`src/hdl/dpm_pkg.sv`:
```
// Purpose: Shared constants and types of the codepoint priority map bank.
// Assumes: One switch clock, asynchronous active-low reset.
// Notes: Byte offsets are the register port addresses.
package dpm_pkg;

    localparam int unsigned DPM_DATA_W = 8;
    localparam int unsigned DPM_ADDR_W = 8;
    localparam int unsigned DPM_PRIO_W = 2;
    localparam int unsigned DPM_CODE_W = 6;
    localparam int unsigned DPM_NUM_REGS = 8;
    localparam int unsigned DPM_IDX_W = 3;
    localparam int unsigned DPM_NUM_CODES = 32;
    localparam int unsigned DPM_FIELD_IDX_W = 5;
    localparam int unsigned DPM_TABLE_W = DPM_NUM_REGS * DPM_DATA_W;

    // Register offsets
    localparam logic [7:0] DPM_OFS_PRIO_5 = 8'h65;
    localparam logic [7:0] DPM_OFS_PRIO_6 = 8'h66;
    localparam logic [7:0] DPM_OFS_PRIO_7 = 8'h67;
    localparam logic [7:0] DPM_OFS_PRIO_8 = 8'h68;
    localparam logic [7:0] DPM_OFS_PRIO_9 = 8'h69;
    localparam logic [7:0] DPM_OFS_PRIO_10 = 8'h6A;
    localparam logic [7:0] DPM_OFS_PRIO_11 = 8'h6B;
    localparam logic [7:0] DPM_OFS_PRIO_12 = 8'h6C;
    localparam logic [7:0] DPM_OFS_FIRST = DPM_OFS_PRIO_5;
    localparam logic [7:0] DPM_OFS_LAST = DPM_OFS_PRIO_12;

    // Codepoint range served by this bank
    localparam logic [5:0] DPM_CODE_FIRST = 6'h14;
    localparam logic [5:0] DPM_CODE_LAST = 6'h33;
    localparam int unsigned DPM_TOS_CODE_LSB = 2;

    // Reset values
    localparam logic [7:0] DPM_RST_PRIO = 8'h00;
    localparam logic [1:0] DPM_PRIO_NONE = 2'h0;

    typedef logic [DPM_TABLE_W-1:0] dpm_table_t;

    typedef struct packed {
        logic valid;
        logic [DPM_DATA_W-1:0] tos;
    } dpm_frame_s;

    typedef struct packed {
        logic valid;
        logic hit;
        logic [DPM_PRIO_W-1:0] prio;
    } dpm_prio_s;

    typedef struct packed {
        logic wr;
        logic [DPM_IDX_W-1:0] idx;
        logic [DPM_DATA_W-1:0] data;
    } dpm_wr_s;

    typedef struct packed {
        logic [DPM_NUM_REGS-1:0][DPM_DATA_W-1:0] regs;
    } dpm_bank_s;

    typedef struct packed {
        logic [DPM_DATA_W-1:0] rdata;
        logic ack;
        logic miss;
    } dpm_bus_s;

endpackage : dpm_pkg

```
`src/hdl/dpm_reg_bank.sv`:
```
// Purpose: Storage of the eight priority map bytes.
// Assumes: Write strobe already decoded to a byte index.
// Notes: Byte 0 holds codes 0x14 to 0x17, lowest code in bits 1-0.
`timescale 1ns/1ps
module dpm_reg_bank (
    input wire logic clk_in,
    input wire logic arst_n_in,
    input wire dpm_pkg::dpm_wr_s wr_in,
    output dpm_pkg::dpm_table_t table_out
);

    dpm_pkg::dpm_bank_s state_q;
    dpm_pkg::dpm_bank_s state_d;

    always_comb begin
        state_d = state_q;
        if (wr_in.wr) begin
            state_d.regs[wr_in.idx] = wr_in.data;
        end
    end

    always_ff @(posedge clk_in or negedge arst_n_in) begin
        if (!arst_n_in) begin
            state_q <= {dpm_pkg::DPM_NUM_REGS{dpm_pkg::DPM_RST_PRIO}};
        end else begin
            state_q <= state_d;
        end
    end

    assign table_out = state_q.regs;

endmodule : dpm_reg_bank

```
`src/hdl/dpm_lookup.sv`:
```
// Purpose: Maps a frame's codepoint to its two-bit priority.
// Assumes: Table and frame are stable in the sampling cycle.
// Notes: Result registered, one cycle after the frame strobe.
`timescale 1ns/1ps
module dpm_lookup (
    input wire logic clk_in,
    input wire logic arst_n_in,
    input wire dpm_pkg::dpm_table_t table_in,
    input wire dpm_pkg::dpm_frame_s frame_in,
    input wire logic enable_in,
    output dpm_pkg::dpm_prio_s result_out
);

    logic [dpm_pkg::DPM_PRIO_W-1:0] field_w [dpm_pkg::DPM_NUM_CODES];
    dpm_pkg::dpm_prio_s state_q;
    dpm_pkg::dpm_prio_s state_d;

    // One field per codepoint, in code order
    for (genvar g = 0; g < dpm_pkg::DPM_NUM_CODES; g++) begin : g_field
        assign field_w[g] = table_in[g * dpm_pkg::DPM_PRIO_W +: dpm_pkg::DPM_PRIO_W];
    end

    always_comb begin
        logic [dpm_pkg::DPM_CODE_W-1:0] code;
        logic [dpm_pkg::DPM_FIELD_IDX_W-1:0] fidx;
        code = frame_in.tos[dpm_pkg::DPM_TOS_CODE_LSB +: dpm_pkg::DPM_CODE_W];
        fidx = dpm_pkg::DPM_FIELD_IDX_W'(code - dpm_pkg::DPM_CODE_FIRST);
        state_d.valid = frame_in.valid & enable_in;
        state_d.hit = (code >= dpm_pkg::DPM_CODE_FIRST) && (code <= dpm_pkg::DPM_CODE_LAST);
        state_d.prio = state_d.hit ? field_w[fidx] : dpm_pkg::DPM_PRIO_NONE;
        if (!state_d.valid) begin
            state_d.hit = 1'b0;
            state_d.prio = dpm_pkg::DPM_PRIO_NONE;
        end
    end

    always_ff @(posedge clk_in or negedge arst_n_in) begin
        if (!arst_n_in) begin
            state_q <= '0;
        end else begin
            state_q <= state_d;
        end
    end

    assign result_out = state_q;

endmodule : dpm_lookup

```
`src/hdl/dpm_priority_map_regs.sv`:
```
// Purpose: Codepoint priority map registers 0x65 to 0x6C and their lookup.
// Assumes: Register port and frame inputs synchronous to clk_in.
// Notes: Reads answer one cycle after the strobe; lookups likewise.
// Contract
// - Frame code is type-of-service byte bits 7-2; frame gets that field's priority.
// - Codes 0x14, 0x15, 0x16 use bits 1-0, 3-2, 5-4 of byte 0x65.
// - Byte 0x66 serves codes 0x18 to 0x1B, lowest code in bits 1-0.
// - Byte 0x67 serves codes 0x1C to 0x1F, ascending bit pairs.
// - Byte 0x68 serves codes 0x20 to 0x23, 0x23 in bits 7-6.
// - Byte 0x69 serves codes 0x24 to 0x27, 0x27 in bits 7-6.
// - Byte 0x6A serves codes 0x28 to 0x2B, 0x2B in bits 7-6.
// - Byte 0x6B serves codes 0x2C to 0x2F, 0x2F in bits 7-6.
// - Byte 0x6C bits 3-2, 5-4, 7-6 serve codes 0x31, 0x32, 0x33.
// - All fields read and write; each resets to priority 00.
// - Byte 0x65 holds codes 0x14 to 0x17; 0x17 in bits 7-6.
// - Code 0x30 uses bits 1-0 of byte 0x6C.
`timescale 1ns/1ps
module dpm_priority_map_regs (
    input wire logic clk_in,
    input wire logic arst_n_in,
    input wire logic reg_wr_in,
    input wire logic reg_rd_in,
    input wire logic [dpm_pkg::DPM_ADDR_W-1:0] reg_addr_in,
    input wire logic [dpm_pkg::DPM_DATA_W-1:0] reg_wdata_in,
    output logic [dpm_pkg::DPM_DATA_W-1:0] reg_rdata_out,
    output logic reg_ack_out,
    output logic reg_miss_out,
    input wire logic frame_valid_in,
    input wire logic [dpm_pkg::DPM_DATA_W-1:0] frame_tos_in,
    input wire logic class_en_in,
    output logic prio_valid_out,
    output logic prio_hit_out,
    output logic [dpm_pkg::DPM_PRIO_W-1:0] prio_out
);

    dpm_pkg::dpm_bus_s state_q;
    dpm_pkg::dpm_bus_s state_d;
    dpm_pkg::dpm_table_t table_w;
    dpm_pkg::dpm_wr_s wr_w;
    dpm_pkg::dpm_frame_s frame_w;
    dpm_pkg::dpm_prio_s result_w;
    logic in_range_w;
    logic [dpm_pkg::DPM_IDX_W-1:0] idx_w;
    logic [dpm_pkg::DPM_DATA_W-1:0] rd_byte_w;

    // Address decode of the eight bytes
    assign in_range_w = (reg_addr_in >= dpm_pkg::DPM_OFS_FIRST) && (reg_addr_in <= dpm_pkg::DPM_OFS_LAST);
    assign idx_w = dpm_pkg::DPM_IDX_W'(reg_addr_in - dpm_pkg::DPM_OFS_FIRST);
    assign rd_byte_w = table_w[{idx_w, 3'h0} +: dpm_pkg::DPM_DATA_W];

    always_comb begin
        wr_w.wr = reg_wr_in & in_range_w;
        wr_w.idx = idx_w;
        wr_w.data = reg_wdata_in;
    end

    always_comb begin
        state_d.ack = (reg_rd_in | reg_wr_in) & in_range_w;
        state_d.miss = (reg_rd_in | reg_wr_in) & ~in_range_w;
        // Unmapped reads return zero; read beside a write sees old byte
        state_d.rdata = (reg_rd_in & in_range_w) ? rd_byte_w : dpm_pkg::DPM_RST_PRIO;
    end

    always_ff @(posedge clk_in or negedge arst_n_in) begin
        if (!arst_n_in) begin
            state_q <= '0;
        end else begin
            state_q <= state_d;
        end
    end

    assign reg_rdata_out = state_q.rdata;
    assign reg_ack_out = state_q.ack;
    assign reg_miss_out = state_q.miss;

    dpm_reg_bank u_bank (
        .clk_in(clk_in),
        .arst_n_in(arst_n_in),
        .wr_in(wr_w),
        .table_out(table_w)
    );

    assign frame_w.valid = frame_valid_in;
    assign frame_w.tos = frame_tos_in;

    dpm_lookup u_lookup (
        .clk_in(clk_in),
        .arst_n_in(arst_n_in),
        .table_in(table_w),
        .frame_in(frame_w),
        .enable_in(class_en_in),
        .result_out(result_w)
    );

    assign prio_valid_out = result_w.valid;
    assign prio_hit_out = result_w.hit;
    assign prio_out = result_w.prio;

    logic [dpm_pkg::DPM_CODE_W-1:0] code_w;
    logic lookup_w;
    assign code_w = frame_tos_in[7:2];
    assign lookup_w = frame_valid_in && class_en_in;
endmodule : dpm_priority_map_regs

```
`config.mk`:
```
export PLATFORM = sky130hd
export DESIGN_NAME = dpm_priority_map_regs
export DESIGN_NICKNAME = d
export VERILOG_FILES = /design/src/hdl/dpm_pkg.sv /design/src/hdl/dpm_reg_bank.sv /design/src/hdl/dpm_lookup.sv /design/src/hdl/dpm_priority_map_regs.sv
export SDC_FILE = /design/constraint.sdc
export NUM_CORES = 1
export LEC_CHECK = 0
export BUFFER_PORTS_ARGS = -buffer_cell sky130_fd_sc_hd__clkbuf_2
export CAP_MARGIN = 20
export CORE_UTILIZATION = 50
export DETAILED_ROUTE_END_ITERATION = 8
export GPL_TIMING_DRIVEN = 0
export PLACE_DENSITY = 0.71
export SYNTH_ARGS = -nofsm -noshare
export SYNTH_HDL_FRONTEND = slang
export SYNTH_SLANG_ARGS = --single-unit
```
`constraint.sdc`:
```
create_clock -name clk_in -period 4.6 [get_ports clk_in]
set_input_delay 0.46 -clock clk_in [delete_from_list [all_inputs] [get_ports clk_in]]
set_output_delay 0.46 -clock clk_in [all_outputs]
set_load 0.005 [all_outputs]
```
* Yosys cells after proc, flatten, opt, wreduce, memory -nomap -nowiden *
Cells that the tools add are included.

cells by class
  multiply operators = 0
  equality and inequality tests = 0
  order comparisons = 7
  $add $sub $neg = 2
  reductions and logical operators = 3
  multiplexer cells = 9
  bitwise gates (word level) = 8
  shift-type cells = 1
  divide/modulo/power cells = 0

operators with widths
  kind                                                         count
  bitwise mux 64 bit                                           1
  variable part select 64 x 7 -> 8 bit                         1
  demux 8 bit (select 3 bit)                                   1
  two-way mux 8 bit                                            2
  binary-select mux 2 bit (select 5 bit)                       1
  >= comparator 8 x 7 -> 1 bit (second input constant)         1
  <= comparator 8 x 7 -> 1 bit (second input constant)         1
  >= comparator 6 x 5 -> 1 bit (second input constant)         1
  >= comparator 6 bit (second input constant)                  1
  <= comparator 6 bit (second input constant)                  1
  two-way mux 2 bit                                            3
  inverter 5 -> 6 bit                                          1
  bitwise AND 1 bit                                            5
  subtractor 5 bit (second input constant)                     1
  less-than comparator 3 x 4 -> 1 bit (second input constant)  1
  >= comparator 3 x 1 -> 1 bit (second input constant)         1
  logical AND 1 bit                                            3
  two-way mux 3 bit                                            1
  subtractor 3 bit (second input constant)                     1
  inverter 1 bit                                               1
  bitwise OR 1 bit                                             1

word-level totals
  memories = 0
  register bits after elaboration = 78
  memory bits (writable) = 0
  bits in latches = 0
  output and inout bits = 14
  input bits = 30
  logic and storage cells = 44
  ROM bits = 0

* Depth between registers and ports, before layout *
  word-level depth = 7
  mapped depth = 9
  depth with buffers taken out = 7

* Cells and area by module *
Synthesis repeated with hierarchy kept, for this count alone.

second synthesis, totals
  cell total of the unflattened synthesis = 281
  area total of the unflattened synthesis = 4,196.5 µm²

by module, submodules not included
  module                 cells each  instances  area an instance (µm²)  seq. area each (µm²)
  dpm_reg_bank           143         1          2,452.4                 1,601.5
  dpm_priority_map_regs  71          1          924.6                   250.2
  dpm_lookup             67          1          819.5                   100.1

* Worst setup path before layout *
OpenSTA, ideal clock, no wires.

  kind = input to register
  from = input reg_addr_in[0] (netlist bit)
  to = register u_bank.state_q (netlist bit u_bank.table_out[40])
  library setup time = 0.125 ns
  arrival = 2.461 ns
  path buffers = 1
  cell stages on the path = 7
  data required time = 4.475 ns
  slack = 2.014 ns
  path through = inv_1 clkbuf_1 ha_1 xnor2_4 nand2_2 nor4b_4 mux2_2

on the way
  word-level cells in the longest chain between the ends = 6
  elaborated cells between the ends (all ways) = 11
  classes of those cells = add/sub: 1; order compare: 4; mux: 3; bitwise: 1; reduce/logical: 2

ends and longest elaborated chain
  element                                                                                                           line                         text
  start, declared                                                                                                   dpm_priority_map_regs.sv:23  input wire logic [dpm_pkg::DPM_ADDR_W-1:0] reg_addr_in,
  subtractor 3 bit                                                                                                  dpm_priority_map_regs.sv:48  assign idx_w = dpm_pkg::DPM_IDX_W'(reg_addr_in - dpm_pkg::DPM_OFS_FIRST);
  less-than comparator 3 x 4 -> 1 bit (implied by the code) / >= comparator 3 x 1 -> 1 bit (equally long branches)  dpm_reg_bank.sv:18           state_d.regs[wr_in.idx] = wr_in.data;
  logical AND 1 bit (implied by the code)                                                                           dpm_reg_bank.sv:18
  two-way mux 8 bit (implied by the code)                                                                           dpm_reg_bank.sv:18
  demux 8 bit (select 3 bit)                                                                                        n/a
  bitwise mux 64 bit                                                                                                dpm_reg_bank.sv:18
  end signal, assigned                                                                                              dpm_reg_bank.sv:24           state_q <= {dpm_pkg::DPM_NUM_REGS{dpm_pkg::DPM_RST_PRIO}};
  end signal, assigned                                                                                              dpm_reg_bank.sv:26           state_q <= state_d;
  end, declared                                                                                                     dpm_reg_bank.sv:12           dpm_pkg::dpm_bank_s state_q;

Several ways; a longest one is shown, not always the timed one.
A chain may end at the register's enable or synchronous reset.

* Worst setup path in the final report *
Ends and elaborated chain as after synthesis.

==> results.rst <==
.. list-table::
   :header-rows: 1

   * - Metric
     - Value
   * - Portion of synthesized cell area occupied by the leading cell type
     - 46.5%
   * - # clock sinks
     - 78
   * - Power share of the sequential group
     - 48.4%
   * - Weighted congestion at the end of routability-driven global placement
     - 0.885
   * - Area Growth Syn to Fin
     - 13.8%
   * - Final instance count without filler cells
     - 477
   * - Period utilization
     - 66.4%
   * - Power dissipated by switching net loads
     - 0.000405 W
   * - Number of fillers in the final layout
     - 680
   * - Clock-pin transition on the worst setup and hold timing paths
     - 0.08 ns
   * - Cell-internal power
     - 0.00114 W
   * - Pin slew with the least headroom to its limit
     - 0.810 ns
   * - Number of routed nets with antenna violations
     - 0
   * - Warning count from the yosys run
     - 0
   * - Worst Path Arrival
     - 3.30 ns
   * - Diode insertion count for antenna repair
     - 0
   * - Number of input and output port buffers inserted
     - 39
   * - Time the worst path needs with I/O delays and setup
     - 3.06 ns
   * - Via count of the first global-routing pass
     - 2979
   * - Synth area leaders
     - sky130_fd_sc_hd__dfrtp_1 (46%), sky130_fd_sc_hd__mux2_2 (20%), sky130_fd_sc_hd__mux4_2 (7.0%)
   * - Final total negative setup slack
     - 0 ns
   * - Initial antenna violation count
     - 0
   * - Switching Share
     - 26.2%
   * - Worst vdd ir
     - 0.162 mV
   * - Total power density per cell area
     - 324 mW/mm^2
   * - Fraction of registers with async set or reset after synthesis
     - 100%
   * - Seq/Total Area, Yosys
     - 46.5%
   * - Max Slew Vio Count
     - 0
   * - Final Routed Wirelength
     - 10200 um
   * - Share of post-route cells with drive strength above 1
     - 44.4%
   * - Crit. End Element
     - flop
   * - Maximum fanout along the worst path
     - 10
   * - Result of the run
     - finished, final reports clean
   * - Worst Clk Skew
     - 0.00660 ns
   * - Max Cap Viol
     - 0
   * - Clock buffer depth
     - 2
   * - Pin count of the biggest net entering global routing
     - 48
   * - Hold Buf Count CTS
     - 0
   * - Count of distinct cell types in the synthesized netlist
     - 50
   * - Post-synthesis cell area
     - 0.00420 mm^2
   * - Part of the total power dissipated in the clock network
     - 37.5%
   * - All-Layer GR Usage
     - 25.6%
   * - Htree depth
     - 3
   * - # IOs
     - 44
   * - Wire length of the first global-routing pass
     - 16100 um
   * - Setup repair after global routing missed its margin
     - false
   * - Core region area
     - 0.00818 mm^2
   * - Final Hold Fails
     - 0
   * - Detailed Route Iter0 Violations
     - 229
   * - Residual overflow from global routing
     - 0
   * - Area enclosed by the die boundary
     - 0.00877 mm^2
   * - Via total after detailed routing
     - 2911
   * - Fraction of the mapped netlist area in simple logic gates
     - 9.48%
   * - Number of synthesized register bits
     - 78
   * - Highest clock frequency the design can meet
     - 0.327 GHz
   * - Clock buffers created by TritonCTS
     - 9
   * - Category of the worst setup path launch point
     - input pin
   * - Worst-Skew Late Latency
     - 0.36 ns
   * - Height of the die
     - 93.6 um
   * - Library cell used as clock root buffer
     - sky130_fd_sc_hd__clkbuf_8
   * - Classification of the worst setup path
     - input pin to flop
   * - Initial Utilization
     - 51.4%
   * - Number of enable-type register cells in the synthesized netlist
     - 0
   * - Area fraction in compound gates after synthesis
     - 6.70%
   * - Type of the tightest min-delay check
     - input pin to async pin
   * - Number of standard-cell rows in the floorplan
     - 33
   * - Commonest cells in the netlist
     - sky130_fd_sc_hd__dfrtp_1 (78), sky130_fd_sc_hd__mux2_2 (76), sky130_fd_sc_hd__nand2_1 (22), sky130_fd_sc_hd__mux4_2 (13)
   * - # nets final
     - 402
   * - Post-Place Cells
     - 461
   * - Routed len/inst
     - 21.3 um
   * - Count of buffers added by post-CTS timing repair for setup
     - 0
   * - Die width
     - 93.6 um
   * - Combinational family with the most area after synthesis
     - multiplexers
   * - DP HPWL
     - 7070 um
   * - Cells resized by post-CTS repair
     - 0
   * - Gate count of the mapped netlist
     - 316
   * - CTS tree
     - yes
   * - DRC violations left
     - 0
   * - Number of failing setup endpoints in the final timing report
     - 0
   * - Dominant cell type by area after synthesis
     - sky130_fd_sc_hd__dfrtp_1
   * - Vias/cell
     - 6.10
   * - Slew Limit Headroom
     - 45.8%
   * - Number of iterations in the first detailed-routing pass
     - 4
   * - Most common flop cell mapped by yosys
     - sky130_fd_sc_hd__dfrtp_1
   * - Leakage power of the design
     - 2.28 nW
   * - Power share of the combinational group
     - 14.2%
   * - Most numerous cell in the Yosys netlist
     - sky130_fd_sc_hd__dfrtp_1
   * - Synthesized netlist net count
     - 351
   * - Multiplexer area fraction after synthesis
     - 32.3%
   * - Share of the synthesized netlist area taken by xor and xnor gates
     - 1.07%
   * - Post-synthesis adder-cell area fraction
     - 1.49%
   * - Syn_area_per_cell
     - 13.3 um^2
   * - Critical path data required time
     - 4.84 ns
## final cells by class
type	instances	area, um^2	area share (%)
repair buffers	40	225	4.71
well taps	105	131	2.75
multi-input cells	216	2140	44.9
plain buffers	16	81.3	1.70
clock inverters	6	85.1	1.78
clock buffers	10	138	2.88
inverters	6	22.5	0.471
flip-flops and latches	78	1950	40.8
## power groups by stage
stage                     clock (W)  combinational (W)  sequential (W)
after CTS                  0.000584           0.000219        0.000748
after global placement            0           0.000209        0.000760
final                      0.000580           0.000219        0.000748
after global routing       0.000614           0.000239        0.000753
after detailed placement          0           0.000218        0.000761
after floorplan                   0           0.000148        0.000750
## stage by stage
step           total power [W]  cell area, um^2  util, %  worst slack [ns]  hold WS (ns)
2_1_floorplan         0.000897             4200        -              2.01         0.164
3_3_place_gp          0.000969             4530     55.4              1.20         0.508
3_5_place_dp          0.000979             4560     55.7              1.17         0.467
4_1_cts                0.00155             4780     58.4              1.55        0.0747
5_1_grt                0.00161             4780     58.4              1.38        0.0902
6_report               0.00155             4780     58.4              1.54        0.0653
## final timing paths
path | slack [ns] | from | endpoint | cells after the start
worst min register to register | 0.53 | u_bank.table_out[44]$_DFFE_PN0P_ | u_bank.table_out[44]$_DFFE_PN0P_ | 1
worst max register to register | 2.93 | u_bank.table_out[22]$_DFFE_PN0P_ | u_lookup.result_out[0]$_DFF_PN0_ | 4
worst max-delay path | 1.54 | reg_addr_in[0] | u_bank.table_out[40]$_DFFE_PN0P_ | 8
min in group clk_in | 0.34 | reg_rd_in | reg_ack_out$_DFF_PN0_ | 3
max in group asynchronous | 3.95 | arst_n_in | reg_rdata_out[0]$_DFF_PN0_ | 2
worst min-delay path | 0.07 | arst_n_in | reg_miss_out$_DFF_PN0_ | 1
## critical path, stage by stage
cell and delay (ns):
sky130_fd_sc_hd__clkbuf_2 0.12, sky130_fd_sc_hd__inv_1 0.21, sky130_fd_sc_hd__clkbuf_1 0.47, sky130_fd_sc_hd__ha_1 0.47, sky130_fd_sc_hd__xnor2_4 0.27, sky130_fd_sc_hd__nand2_2 0.14, sky130_fd_sc_hd__nor4b_4 0.74, sky130_fd_sc_hd__mux2_2 0.41
## sequential cells by signal, indices dropped and copies added, names as in the netlist
| signal | cells |
|---|---|
| u_bank.table_out | 64 |
| reg_ack_out | 1 |
| u_lookup.result_out | 4 |
| reg_rdata_out | 8 |
| reg_miss_out | 1 |
## placed cells by master (no fill, tap or decap), types with 6 or more instances in the layout
| cell type | n |
|---|---|
| sky130_fd_sc_hd__dfrtp_1 | 78 |
| sky130_fd_sc_hd__mux2_2 | 76 |
| sky130_fd_sc_hd__clkbuf_2 | 39 |
| sky130_fd_sc_hd__nand2_1 | 22 |
| sky130_fd_sc_hd__mux4_2 | 13 |
| sky130_fd_sc_hd__nor2_1 | 11 |
| sky130_fd_sc_hd__a21oi_1 | 11 |
| sky130_fd_sc_hd__clkbuf_8 | 10 |
| sky130_fd_sc_hd__nand3_1 | 7 |
| sky130_fd_sc_hd__inv_1 | 6 |
| sky130_fd_sc_hd__clkbuf_1 | 6 |
| sky130_fd_sc_hd__a211oi_1 | 6 |
| sky130_fd_sc_hd__mux4_1 | 6 |
## routing by layer
metal	track usage (%)	vias up	wire length (um)
met5	0	-	0
met4	12.9	0	256
met2	41.4	109	4930
met3	4.07	22	676
li1	-	1302	-
met1	33.4	1478	4310
## kinds of logic after synthesis
family | after synthesis
DFF | 78
AOI/OAI and AO/OA | 40
muxes | 100
xor gates and xnor gates | 3
and+or+nand+nor | 68
adders and majority gates | 5
buffers and inverters | 22
(Power assumes the default switching activity.)
